--- src/pkg/txfdw_pkg.sv ---
package txfdw_pkg;

	// ==========================================================
	// Bus geometry
	// ==========================================================
	localparam int unsigned DATA_W      = 32;
	localparam int unsigned HALF_W      = 16;
	localparam int unsigned ADDR_W      = 8;
	localparam int unsigned OFS_LO      = 1;
	localparam int unsigned OFS_HI      = 2;
	localparam int unsigned CFG_W       = 4;
	localparam int unsigned FIFO_DEPTH  = 32;

	// ==========================================================
	// Timing, in ns (reset width in us) at a 10 ns clock
	// ==========================================================
	localparam int unsigned CLK_NS      = 10;
	localparam int unsigned T_CSL_NS    = 32;
	localparam int unsigned T_CSH_NS    = 13;
	localparam int unsigned T_CYCLE_NS  = 165;
	localparam int unsigned T_CFGSU_NS  = 200;
	localparam int unsigned T_CFGH_NS   = 10;
	localparam int unsigned T_RST_US    = 200;
	localparam int unsigned CSL_CYC     = (T_CSL_NS + CLK_NS - 1) / CLK_NS;
	localparam int unsigned CSH_CYC     = (T_CSH_NS + CLK_NS - 1) / CLK_NS;
	localparam int unsigned CYCLE_CYC   = (T_CYCLE_NS + CLK_NS - 1) / CLK_NS;
	localparam int unsigned CFGSU_CYC   = (T_CFGSU_NS + CLK_NS - 1) / CLK_NS;
	localparam int unsigned CFGH_CYC    = (T_CFGH_NS + CLK_NS - 1) / CLK_NS;
	localparam int unsigned RST_CYC     = (T_RST_US * 1000 + CLK_NS - 1) / CLK_NS;

	// ==========================================================
	// Host write sequencer states, Gray coded except the HOLD to IDLE step
	// ==========================================================
	typedef enum logic [2:0] {
		TXFDW_IDLE  = 3'b000,
		TXFDW_SETUP = 3'b001,
		TXFDW_LOW   = 3'b011,
		TXFDW_HIGH  = 3'b010,
		TXFDW_RST   = 3'b110,
		TXFDW_HOLD  = 3'b111
	} txfdw_state_t;

endpackage : txfdw_pkg

--- src/pkg/txfdw_if.sv ---
`timescale 1ns/1ps
interface txfdw_if;
	logic                           select_strobe_n;
	logic                           write_strobe_n;
	logic                           hard_reset_n;
	logic                           fifo_sel;
	logic [txfdw_pkg::ADDR_W-1:0]   addr;
	logic [txfdw_pkg::DATA_W-1:0]   data;
	logic [txfdw_pkg::CFG_W-1:0]    cfg;

	modport device (
		input select_strobe_n,
		input write_strobe_n,
		input hard_reset_n,
		input fifo_sel,
		input addr,
		input data,
		input cfg
	);
	modport host (
		output select_strobe_n,
		output write_strobe_n,
		output hard_reset_n,
		output fifo_sel,
		output addr,
		output data,
		output cfg
	);
endinterface : txfdw_if

--- src/hdl/txfdw_device.sv ---
`timescale 1ns/1ps
// How it works
// - Select high steers writes into transmit FIFO.
// - Select sampled like address, same write timing.
// - Sixteen-bit mode ignores upper data lines.
// - FIFO words keep only the word offset bits; register writes keep the full address.
// - Cycle spans both strobes low, any order.
// - Host holds strobes low 32, high 13, cycle 165.
// - Configuration latched on reset release, held around.
// - Strobes return high between consecutive writes.
module txfdw_device #(
	parameter int unsigned DEPTH = txfdw_pkg::FIFO_DEPTH
) (
	input  wire logic                                          clk,
	input  wire logic                                          reset,
	txfdw_if.device                                            port,
	input  wire logic                                          bus_16bit,
	output logic                                               fifo_valid,
	input  wire logic                                          fifo_ready,
	output logic [txfdw_pkg::DATA_W-1:0]                       fifo_data,
	output logic [txfdw_pkg::OFS_HI-txfdw_pkg::OFS_LO:0]       fifo_offset,
	output logic                                               reg_write,
	output logic [txfdw_pkg::ADDR_W-1:0]                       reg_addr,
	output logic [txfdw_pkg::DATA_W-1:0]                       reg_data,
	output logic [txfdw_pkg::CFG_W-1:0]                        cfg_latched,
	output logic                                               overflow
);
	localparam int unsigned OW = txfdw_pkg::OFS_HI - txfdw_pkg::OFS_LO + 1;
	localparam int unsigned FW = txfdw_pkg::DATA_W + OW;

	// ==========================================================
	// Pin synchronisers
	// ==========================================================
	// Every pin is asynchronous to clk, so each crosses two flops before use.
	localparam int unsigned SW = 4 + txfdw_pkg::ADDR_W + txfdw_pkg::DATA_W + txfdw_pkg::CFG_W;
	logic [SW-1:0] sync1;
	logic [SW-1:0] sync2;
	logic [SW-1:0] next_sync1;

	always_comb
	begin
		next_sync1 = {port.select_strobe_n, port.write_strobe_n, port.hard_reset_n,
			port.fifo_sel, port.addr, port.data, port.cfg};
	end

	always_ff @(posedge clk)
	begin
		if (reset)
		begin
			sync1 <= '1;
			sync2 <= '1;
		end
		else
		begin
			sync1 <= next_sync1;
			sync2 <= sync1;
		end
	end

	logic                          cs_n_s;
	logic                          wr_n_s;
	logic                          rst_n_s;
	logic                          sel_s;
	logic [txfdw_pkg::ADDR_W-1:0]  addr_s;
	logic [txfdw_pkg::DATA_W-1:0]  data_s;
	logic [txfdw_pkg::CFG_W-1:0]   cfg_s;
	assign {cfg_s} = sync2[txfdw_pkg::CFG_W-1:0];
	assign data_s  = sync2[txfdw_pkg::CFG_W +: txfdw_pkg::DATA_W];
	assign addr_s  = sync2[txfdw_pkg::CFG_W + txfdw_pkg::DATA_W +: txfdw_pkg::ADDR_W];
	assign sel_s   = sync2[SW-4];
	assign rst_n_s = sync2[SW-3];
	assign wr_n_s  = sync2[SW-2];
	assign cs_n_s  = sync2[SW-1];

	// ==========================================================
	// Write cycle framing and steering
	// ==========================================================
	// The write completes on the trailing edge, where data setup is guaranteed.
	logic                         active;
	logic                         in_cycle;
	logic                         cycle_end;
	logic [txfdw_pkg::DATA_W-1:0] wdata;
	logic                         push_ready;
	logic                         next_active;
	logic                         next_reg_write;
	logic [txfdw_pkg::ADDR_W-1:0] next_reg_addr;
	logic [txfdw_pkg::DATA_W-1:0] next_reg_data;
	logic                         next_overflow;

	always_comb
	begin
		in_cycle  = !cs_n_s && !wr_n_s;
		cycle_end = active && !in_cycle;
		wdata     = data_s;
		if (bus_16bit)
			wdata = {{txfdw_pkg::HALF_W{1'b0}}, data_s[txfdw_pkg::HALF_W-1:0]};
		next_active    = in_cycle && rst_n_s;
		next_reg_write = cycle_end && !sel_s && rst_n_s;
		next_reg_addr  = addr_s;
		next_reg_data  = wdata;
		next_overflow  = overflow || (cycle_end && sel_s && rst_n_s && !push_ready);
	end

	always_ff @(posedge clk)
	begin
		if (reset)
		begin
			active    <= 1'b0;
			reg_write <= 1'b0;
			reg_addr  <= '0;
			reg_data  <= '0;
			overflow  <= 1'b0;
		end
		else
		begin
			active    <= next_active;
			reg_write <= next_reg_write;
			reg_addr  <= next_reg_addr;
			reg_data  <= next_reg_data;
			overflow  <= next_overflow;
		end
	end

	// ==========================================================
	// Configuration capture
	// ==========================================================
	// The edge detector resets high, so the synchroniser's all-ones reset
	// value is never mistaken for a release of the reset pin.
	logic                         rst_prev;
	logic                         next_rst_prev;
	logic [txfdw_pkg::CFG_W-1:0]  next_cfg;

	always_comb
	begin
		next_rst_prev = rst_n_s;
		next_cfg      = cfg_latched;
		if (rst_n_s && !rst_prev)
			next_cfg = cfg_s;
	end

	always_ff @(posedge clk)
	begin
		if (reset)
		begin
			rst_prev    <= 1'b1;
			cfg_latched <= '0;
		end
		else
		begin
			rst_prev    <= next_rst_prev;
			cfg_latched <= next_cfg;
		end
	end

	// ==========================================================
	// Transmit data FIFO
	// ==========================================================
	// A full FIFO drops the word and flags overflow; the pin bus cannot stall.
	logic          push_valid;
	logic [FW-1:0] push_word;
	logic [FW-1:0] pop_word;
	logic          pop_valid;
	logic          take;

	always_comb
	begin
		push_valid = cycle_end && sel_s && rst_n_s;
		push_word  = {addr_s[txfdw_pkg::OFS_HI:txfdw_pkg::OFS_LO], wdata};
	end

	txfdw_fifo #(
		.WIDTH (FW),
		.DEPTH (DEPTH)
	) u_fifo (
		.clk       (clk),
		.reset     (reset),
		.in_valid  (push_valid),
		.in_ready  (push_ready),
		.in_data   (push_word),
		.out_valid (pop_valid),
		.out_ready (take),
		.out_data  (pop_word)
	);

	// Output skid register keeps every output straight from a flop.
	logic                         next_fifo_valid;
	logic [txfdw_pkg::DATA_W-1:0] next_fifo_data;
	logic [OW-1:0]                next_fifo_offset;

	always_comb
	begin
		take             = pop_valid && (!fifo_valid || fifo_ready);
		next_fifo_valid  = fifo_valid && !fifo_ready;
		next_fifo_data   = fifo_data;
		next_fifo_offset = fifo_offset;
		if (take)
		begin
			next_fifo_valid  = 1'b1;
			next_fifo_data   = pop_word[txfdw_pkg::DATA_W-1:0];
			next_fifo_offset = pop_word[FW-1:txfdw_pkg::DATA_W];
		end
	end

	always_ff @(posedge clk)
	begin
		if (reset)
		begin
			fifo_valid  <= 1'b0;
			fifo_data   <= '0;
			fifo_offset <= '0;
		end
		else
		begin
			fifo_valid  <= next_fifo_valid;
			fifo_data   <= next_fifo_data;
			fifo_offset <= next_fifo_offset;
		end
	end
endmodule : txfdw_device

--- src/hdl/txfdw_fifo.sv ---
`timescale 1ns/1ps
module txfdw_fifo #(
	parameter int unsigned WIDTH = 34,
	parameter int unsigned DEPTH = 32
) (
	input  wire logic             clk,
	input  wire logic             reset,
	input  wire logic             in_valid,
	output logic                  in_ready,
	input  wire logic [WIDTH-1:0] in_data,
	output logic                  out_valid,
	input  wire logic             out_ready,
	output logic      [WIDTH-1:0] out_data
);
	localparam int unsigned AW = $clog2(DEPTH);

	logic [WIDTH-1:0] mem [DEPTH];
	logic [AW-1:0]    wr_ptr;
	logic [AW-1:0]    rd_ptr;
	logic [AW:0]      count;
	logic [AW-1:0]    next_wr_ptr;
	logic [AW-1:0]    next_rd_ptr;
	logic [AW:0]      next_count;
	logic             push;
	logic             pop;

	always_comb
	begin
		push        = in_valid && in_ready;
		pop         = out_valid && out_ready;
		next_wr_ptr = push ? wr_ptr + 1'b1 : wr_ptr;
		next_rd_ptr = pop ? rd_ptr + 1'b1 : rd_ptr;
		next_count  = count + {{AW{1'b0}}, push} - {{AW{1'b0}}, pop};
	end

	always_ff @(posedge clk)
	begin
		if (reset)
		begin
			wr_ptr <= '0;
			rd_ptr <= '0;
			count  <= '0;
		end
		else
		begin
			wr_ptr <= next_wr_ptr;
			rd_ptr <= next_rd_ptr;
			count  <= next_count;
		end
		if (push)
			mem[wr_ptr] <= in_data;
	end

	assign in_ready  = (count != (AW+1)'(DEPTH));
	assign out_valid = (count != '0);
	assign out_data  = mem[rd_ptr];
endmodule : txfdw_fifo

--- src/flat_wrapper.sv ---
// flat-port wrapper written by rule: the top's interface ports become plain ports
module txfdw_device_flat 
#(
	parameter int unsigned DEPTH = txfdw_pkg::FIFO_DEPTH
)
  (clk, reset, bus_16bit, fifo_valid, fifo_ready, fifo_data, fifo_offset, reg_write, reg_addr, reg_data, cfg_latched, overflow, port_select_strobe_n, port_write_strobe_n, port_hard_reset_n, port_fifo_sel, port_addr, port_data, port_cfg);
  txfdw_if port_i ();
  input  wire logic clk;
  input  wire logic reset;
  input  wire logic bus_16bit;
  output logic fifo_valid;
  input  wire logic fifo_ready;
  output logic [txfdw_pkg::DATA_W-1:0] fifo_data;
  output logic [txfdw_pkg::OFS_HI-txfdw_pkg::OFS_LO:0] fifo_offset;
  output logic reg_write;
  output logic [txfdw_pkg::ADDR_W-1:0] reg_addr;
  output logic [txfdw_pkg::DATA_W-1:0] reg_data;
  output logic [txfdw_pkg::CFG_W-1:0] cfg_latched;
  output logic overflow;
  input wire logic [$bits(port_i.select_strobe_n)-1:0] port_select_strobe_n;
  input wire logic [$bits(port_i.write_strobe_n)-1:0] port_write_strobe_n;
  input wire logic [$bits(port_i.hard_reset_n)-1:0] port_hard_reset_n;
  input wire logic [$bits(port_i.fifo_sel)-1:0] port_fifo_sel;
  input wire logic [$bits(port_i.addr)-1:0] port_addr;
  input wire logic [$bits(port_i.data)-1:0] port_data;
  input wire logic [$bits(port_i.cfg)-1:0] port_cfg;
  assign port_i.select_strobe_n = port_select_strobe_n;
  assign port_i.write_strobe_n = port_write_strobe_n;
  assign port_i.hard_reset_n = port_hard_reset_n;
  assign port_i.fifo_sel = port_fifo_sel;
  assign port_i.addr = port_addr;
  assign port_i.data = port_data;
  assign port_i.cfg = port_cfg;
  txfdw_device #(.DEPTH(DEPTH)) u_core (.clk(clk), .reset(reset), .port(port_i), .bus_16bit(bus_16bit), .fifo_valid(fifo_valid), .fifo_ready(fifo_ready), .fifo_data(fifo_data), .fifo_offset(fifo_offset), .reg_write(reg_write), .reg_addr(reg_addr), .reg_data(reg_data), .cfg_latched(cfg_latched), .overflow(overflow));
endmodule
--- config.mk ---
export PLATFORM = sky130hd
export DESIGN_NAME = txfdw_device_flat
export DESIGN_NICKNAME = d
export VERILOG_FILES = /design/src/pkg/txfdw_pkg.sv /design/src/pkg/txfdw_if.sv /design/src/hdl/txfdw_device.sv /design/src/hdl/txfdw_fifo.sv /design/src/flat_wrapper.sv
export SDC_FILE = /design/constraint.sdc
export NUM_CORES = 1
export LEC_CHECK = 0
export BUFFER_PORTS_ARGS = -buffer_cell sky130_fd_sc_hd__clkbuf_2
export CAP_MARGIN = 25
export CELL_PAD_IN_SITES_DETAIL_PLACEMENT = 0
export CELL_PAD_IN_SITES_GLOBAL_PLACEMENT = 1
export CORE_MARGIN = 2
export CORE_UTILIZATION = 59
export DETAILED_ROUTE_END_ITERATION = 6
export GPL_TIMING_DRIVEN = 0
export PLACE_DENSITY_LB_ADDON = 0.1
export SKIP_CTS_REPAIR_TIMING = 1
export SLEW_MARGIN = 20
export SYNTH_ARGS = -nofsm -noshare
export SYNTH_HDL_FRONTEND = slang
export SYNTH_SLANG_ARGS = --single-unit
--- constraint.sdc ---
create_clock -name clk -period 5.2 [get_ports clk]
set_input_delay 0.52 -clock clk [delete_from_list [all_inputs] [get_ports clk]]
set_output_delay 0.52 -clock clk [all_outputs]
set_load 0.01 [all_outputs]
==> results of run 1 <==
[kinds of logic after synthesis]
family	share of synthesized area (%)
xor gates and xnor gates	0.205
adders and majority gates	0.414
DFF	77.7
buffers and inverters	1.44
and+or+nand+nor	2.93
muxes	12.9
AOI/OAI and AO/OA	4.48
[metrics by stage]
| stage | cells | setup WS [ps] |
|---|---|---|
| 4_1_cts | 3797 | 1490 |
| 2_1_floorplan | 2334 | 1960 |
| 5_1_grt | 3845 | 1390 |
| 3_5_place_dp | 3560 | 1490 |
| 6_report | 3847 | 1550 |
| 3_3_place_gp | 3515 | -250 |
[worst register-to-register path, stage by stage, from the launching register on]
cell and delay (ps):
dfxtp_1 450, clkbuf_1 740, clkbuf_1 520, mux4_2 400, a2111oi_1 1020, a21oi_1 190, a22o_1 240
[registers in the layout, summed over array words and instances (netlist names)]
| name | flops |
|---|---|
| u_core.u_fifo.mem | 1088 |
| u_core.sync1 | 48 |
| u_core.sync2 | 48 |
| u_core.fifo_data | 32 |
| u_core.reg_data | 32 |
| u_core.reg_addr | 8 |
| u_core.u_fifo.count | 6 |
| u_core.u_fifo.rd_ptr | 5 |
| u_core.u_fifo.wr_ptr | 5 |
| u_core.cfg_latched | 4 |
| u_core.fifo_offset | 2 |
| u_core.active | 1 |
| u_core.fifo_valid | 1 |
| u_core.overflow | 1 |
| u_core.reg_write | 1 |
| u_core.rst_prev | 1 |
[layout by cell type, fill, tap and decap left out, types with 32 or more instances in the layout]
master,instances
a22oi_1,33
edfxtp_1,1088
clkbuf_1,115
nor2b_1,47
or2_2,97
o22ai_1,33
o221ai_1,34
dfxtp_1,179
dlygate4sd3_1,44
mux2i_1,145
mux4_2,204
a22o_1,66
clkbuf_16,138
a21oi_1,73
nor2_4,32
clkbuf_2,133
[worst max path at each step]
stage,start,endpoint,depth (start not counted)
after detailed placement,u_core.u_fifo.rd_ptr[1],u_core.fifo_data[31],6
after CTS,u_core.u_fifo.rd_ptr[1],u_core.fifo_data[31],6
after global placement,u_core.sync2[45],u_core.u_fifo.mem[18][10],4
after floorplan,u_core.u_fifo.count[2],u_core.u_fifo.mem[31][0],6
final,u_core.u_fifo.rd_ptr[1],u_core.fifo_data[14],6
after global routing,u_core.u_fifo.rd_ptr[1],u_core.fifo_data[14],6
[area by class of cell]
| type | instances | share of cell area [%] |
|---|---|---|
| well taps | 1050 | 2.38 |
| inverters | 13 | 0.0885 |
| repair buffers | 224 | 3.85 |
| plain buffers | 137 | 1.14 |
| diodes | 2 | 0.00907 |
| multi-input cells | 901 | 18.6 |
| flip-flops and latches | 1283 | 66.4 |
| clock buffers | 180 | 6.79 |
| clock inverters | 57 | 0.821 |
[routing by layer]
metal  track usage, %  up-vias  part of all wire (%)  routed length [µm]
li1                 -    10200                     -                   -
met5                0        -                     0                   0
met3             5.37      158                   7.5                7960
met4             7.59        0                   2.0                2110
met1             36.1    12200                    40               42400
met2             44.0      911                    51               53700
[power by group]
part	internal [mW]	total (mW)	switching, mW	leakage, nW
logic	2.18	4.85	2.67	4.68
clock network	5.29	9.08	3.79	2.05
registers	11.3	11.5	0.164	11.3
==> metrics.yaml, run 1 <==
die:
  fp.coreArea_um2: 79000
  die_y_um: 287
  chipWidth_um: 287
  io_pins: 133
  dieArea_um2: 82100
  rows: 103
  initial_core_util_pct: 59.6
worst_hold_path:
  hold_path_depth: 2
  hp-start: "port_data[9]"
  hold_class: "in2reg"
  holdPathEnd: "u_core.sync1[13]"
cts:
  cts.sinks: 1283
  htreeDepth: 4
  max-clock-path-buffers: 3
  cts_root_buffer: "clkbuf_16"
  cts_buffers: 132
  clk_latency_ps: 720
  cts_tree: "done"
  path_clk_slew_ps: 60
critical_path:
  regToRegSetupSlack_ps: 1550
  worstPathArrival_ps: 4250
  cp-end-kind: "flop"
  r2r_cells: 6
  rr_endpoint: "u_core.fifo_data[14]"
  cp.required_ps: 5810
  max_stage_delay_ps: 1020
  path_buf_inv: 2
  cp_common_cell: "clkbuf_1"
  crit_path_max_fanout: 10
  worst_path_max_delay_cell: "a2111oi_1"
  critical_path.top_delay_family: "compound AO/OA/AOI/OAI gates"
  criticalPathCategory: "reg2reg"
  r2r-start: "u_core.u_fifo.rd_ptr[1]"
  critPathLaunchType: "flop"
  crit_chain: "clkbuf_1 > clkbuf_1 > mux4_2 > a2111oi_1 > a21oi_1 > a22o_1"
drt:
  drtIter0Drc: 2417
  drcViolationCount: 0
  wl_per_cell_um: 27.6
  dr.pass1.iters: 5
  ant_nets: 0
  routed_wl_um: 106000
  via_per_inst: 6.10
  vias: 23500
synth:
  syn_nets: 2401
  synth-seq-area-share_pct: 77.7
  yosysMostFrequentCell: "edfxtp_1"
  synth_top_cell_area_share_pct: 69.4
  synthArstFlopShare_pct: 0
  synth_top_cell_by_area: "edfxtp_1"
  synthTopCellsByCount: "edfxtp_1, mux4_2, dfxtp_1, mux2i_1, or2_2"
  synth_ff_type: "edfxtp_1"
  syn_inst: 2334
  synth_area_per_cell_um2: 20.2
  synth_cell_types: 41
  yosysWarningCount: 0
  synthesis.area_um2: 47100
  synth.ff_latch_count: 1283
  synth_edf_count: 1088
  synthTopCellsByArea: "edfxtp_1, mux4_2, dfxtp_1"
grt:
  grt_pass1_vias: 23900
  grt_overflow_total: 0
  grt_pass1_wl_um: 156000
  grt_use_total_pct: 26.5
  grt_max_degree: 34
  antenna_found_initial: 1
sta:
  slew_headroom_pct: 25.2
  fmax_mhz: 274
  timing.final.hold_violations: 1
  whs_ps: -1.03
  rsz0062_at_grt: "no"
  fin_tns_setup_ps: 0
  timing.final.crit_share_pct: 70.1
  tightestPinTransition_ps: 1120
  clock_skew_ps: 25.3
  setup_viol: 0
  fin_crit_ps: 3650
  slew_viol_final: 0
layout:
  multi_input_area_um2: 10200
  nFillCells: 4889
  regArea_um2: 36600
  area_delta_synth_final_pct: 17.1
  final_core_utilization_pct: 69.8
  nets: 2759
  design_area_um2: 55200
  drive_gt1_share_pct: 28.3
pwr:
  power_mw: 25.4
  power_leakage_nw: 18.0
  powerDensity_nw_per_um2: 461
  irDropWorstVdd_mv: 0.312
placed_design:
  placed_area_um2: 50400
  port_buffers: 131
  place_hpwl_um: 69800
  gp_congestion: 0.794
run:
  drv_cap: 0
run_status:
  violations: "negative hold slack"
  status: "finished with violations"
Power figures use the tool's default switching activity.
==> run 2, diff against run 1 <==
Settings changed: ABC_AREA set to 1, CORE_UTILIZATION 59 to 50.
Clock period 5.2 ns to 3.7 ns, I/O delays scaled along.
==> run 2 against run 1 <==
Compared with the run above:
- the run ends with design-rule violations left
- cell count is 73% higher
- total power is 56% higher
- clock-buffer cell count is 22 higher
- wire length is 47% higher
- sequential cell count stayed put
==> metrics.yaml, run 2 <==
cts:
  cts_buffers: 138
  path_clk_slew_ps: 60
  cts_tree: "done"
  cts.sinks: 1283
  htreeDepth: 4
  max-clock-path-buffers: 3
  clk_latency_ps: 760
  cts_root_buffer: "clkbuf_16"
critical_path:
  regToRegSetupSlack_ps: 330
  cp.required_ps: 4290
  r2r-start: "u_core.u_fifo.rd_ptr[2]"
  path_buf_inv: 4
  critical_path.top_delay_family: "buffers and inverters"
  criticalPathCategory: "reg2reg"
  critical_path_cell_count: 10
  r2r_cells: 10
  worstPathArrival_ps: 3960
  max_stage_delay_ps: 500
  crit_path_max_fanout: 10
  cp-end-kind: "flop"
  worst_path_max_delay_cell: "buf_2"
  cp_common_cell: "buf_2"
  crit_chain: "buf_2 > inv_2 > nand2_1 > buf_2 > buf_2 > a21oi_1 > nor2_1 > nand2_1 > nand3_1 > a21oi_1"
  rr_endpoint: "u_core.fifo_data[20]"
  critPathLaunchType: "flop"
die:
  chipWidth_um: 325
  die_y_um: 325
  dieArea_um2: 106000
  io_pins: 133
  initial_core_util_pct: 50.5
  rows: 117
  fp.coreArea_um2: 102000
synth:
  synth_cell_types: 23
  yosysWarningCount: 0
  synth-seq-area-share_pct: 70.9
  synth_top_cell_by_area: "edfxtp_1"
  synthTopCellsByArea: "edfxtp_1, nand2_1, dfxtp_1"
  synth_ff_type: "edfxtp_1"
  synth_area_per_cell_um2: 10.8
  syn_nets: 4861
  yosysMostFrequentCell: "nand2_1"
  synthTopCellsByCount: "nand2_1, edfxtp_1, nand3_1, inv_1, nor2_1"
  synth_top_cell_area_share_pct: 63.4
  synth_edf_count: 1088
  synth.ff_latch_count: 1283
  synthArstFlopShare_pct: 0
  synthesis.area_um2: 51600
  syn_inst: 4794
placed_design:
  gp_congestion: 0.858
  placed_area_um2: 55800
  place_hpwl_um: 106000
  pre_cts_ws_ps: 412
  port_buffers: 132
drt:
  dr.pass1.iters: 7
  drtIter0Drc: 4096
  via_per_inst: 5.32
  vias: 35500
  drcViolationCount: 1
  wl_per_cell_um: 23.4
  routed_wl_um: 156000
  ant_nets: 0
grt:
  grt_pass1_vias: 33300
  antenna_found_initial: 5
  grt_use_total_pct: 29.4
  grt_max_degree: 34
  grt_overflow_total: 0
  grt_pass1_wl_um: 225000
pwr:
  powerDensity_nw_per_um2: 656
  power_leakage_nw: 24.4
  irDropWorstVdd_mv: 0.518
  power_mw: 39.8
layout:
  mostFrequentLayoutCell: "nand2_1"
  layout_common_cells: "nand2_1, edfxtp_1, nand3_1"
  largest-register: "u_core.u_fifo.mem"
  reg_top3: "u_core.u_fifo.mem x1088, u_core.sync1 x48, u_core.sync2 x48"
  nets: 5257
  nFillCells: 8445
  largest_reg_flops: 1088
  drive_gt1_share_pct: 13.4
  area_delta_synth_final_pct: 17.6
  design_area_um2: 60700
worst_hold_path:
  hp-start: "reset"
  hold_path_depth: 4
  holdPathEnd: "u_core.reg_write"
  hold_class: "in2reg"
run:
  drv_cap: 0
sta:
  tightestPinTransition_ps: 980
  slew_viol_final: 0
  timing.final.hold_violations: 0
  clock_skew_ps: 21.5
  worst_slack_ps: 327
  slew_headroom_pct: 34.7
  setup_viol: 0
  rsz0062_at_grt: "no"
  whs_ps: 278
  fmax_mhz: 296
  timing.final.crit_share_pct: 91.2
  fin_crit_ps: 3370
run_status:
  status: "finished with violations"
  violations: "design-rule violations"
run 2: cell count changes after synthesis, moves of 34 or more:
cell	change
a21oi_1	+43
o221ai_1	-34
a22o_1	-66
o21ai_0	+48
mux4_2	-204
nand3_1	+653
nor2b_1	-63
mux2i_1	-145
inv_1	+501
nor2_1	+239
buf_2	+81
nand2_1	+1472
run 2: worst max path at each step:
| stage | start | to |
|---|---|---|
| 2_1_floorplan | u_core.u_fifo.count[2] | u_core.u_fifo.mem[7][0] |
| 3_3_place_gp | u_core.u_fifo.count[2] | u_core.u_fifo.mem[7][12] |
| 3_5_place_dp | u_core.u_fifo.rd_ptr[2] | u_core.fifo_data[23] |
| 4_1_cts | u_core.u_fifo.rd_ptr[2] | u_core.fifo_data[23] |
| 5_1_grt | u_core.u_fifo.count[2] | u_core.u_fifo.mem[28][7] |
| 6_report | u_core.u_fifo.rd_ptr[2] | u_core.fifo_data[20] |
run 2: layout make-up:
cell class | count | area (µm²) | area share (%)
multi-input cells | 2737 | 12100 | 19.9
repair buffers | 256 | 2680 | 4.42
flip-flops and latches | 1283 | 36600 | 60.3
well taps | 1368 | 1710 | 2.82
plain buffers | 255 | 1320 | 2.17
clock buffers | 202 | 3930 | 6.48
diodes | 4 | 10.0 | 0.0165
clock inverters | 49 | 390 | 0.643
inverters | 519 | 1950 | 3.22
run 2: cell families after synthesis:
logic type / synth area share, %
flops: 70.9
buf+inv: 6.34
compound gates: 1.63
simple gates: 20.7
fa+ha+maj: 0.379
run 2: power breakdown:
group / leakage [nW] / switching (mW) / total (mW) / internal, mW
combinational: 11.0 / 7.59 / 10.3 / 2.76
sequential: 11.3 / 0.223 / 16.2 / 16.0
clock: 2.11 / 5.68 / 13.3 / 7.57
run 2: stage by stage:
step	std cells	utilization (%)	setup TNS, ps
after floorplan	4794	-	-17290
after global placement	6294	52.9	-1414500
after detailed placement	6367	54.7	0
after CTS	6618	58.9	0
after global routing	6670	59.5	0
final	6673	59.5	0
run 2: tightest hold or removal path: cells and delay by family:
| family | cells | cell delay (ps) |
|---|---|---|
| AND/OR/NAND/NOR | 2 | 200 |
| buffers and inverters | 2 | 430 |
run 2: layer usage:
layer / vias up / global-route usage [%] / part of all wire, %
li1: 16600 / - / -
met1: 17100 / 42.0 / 43
met4: 2 / 9.54 / 3.1
met2: 1600 / 45.6 / 45
met3: 226 / 5.72 / 8.9
met5: - / 0 / 0.0083
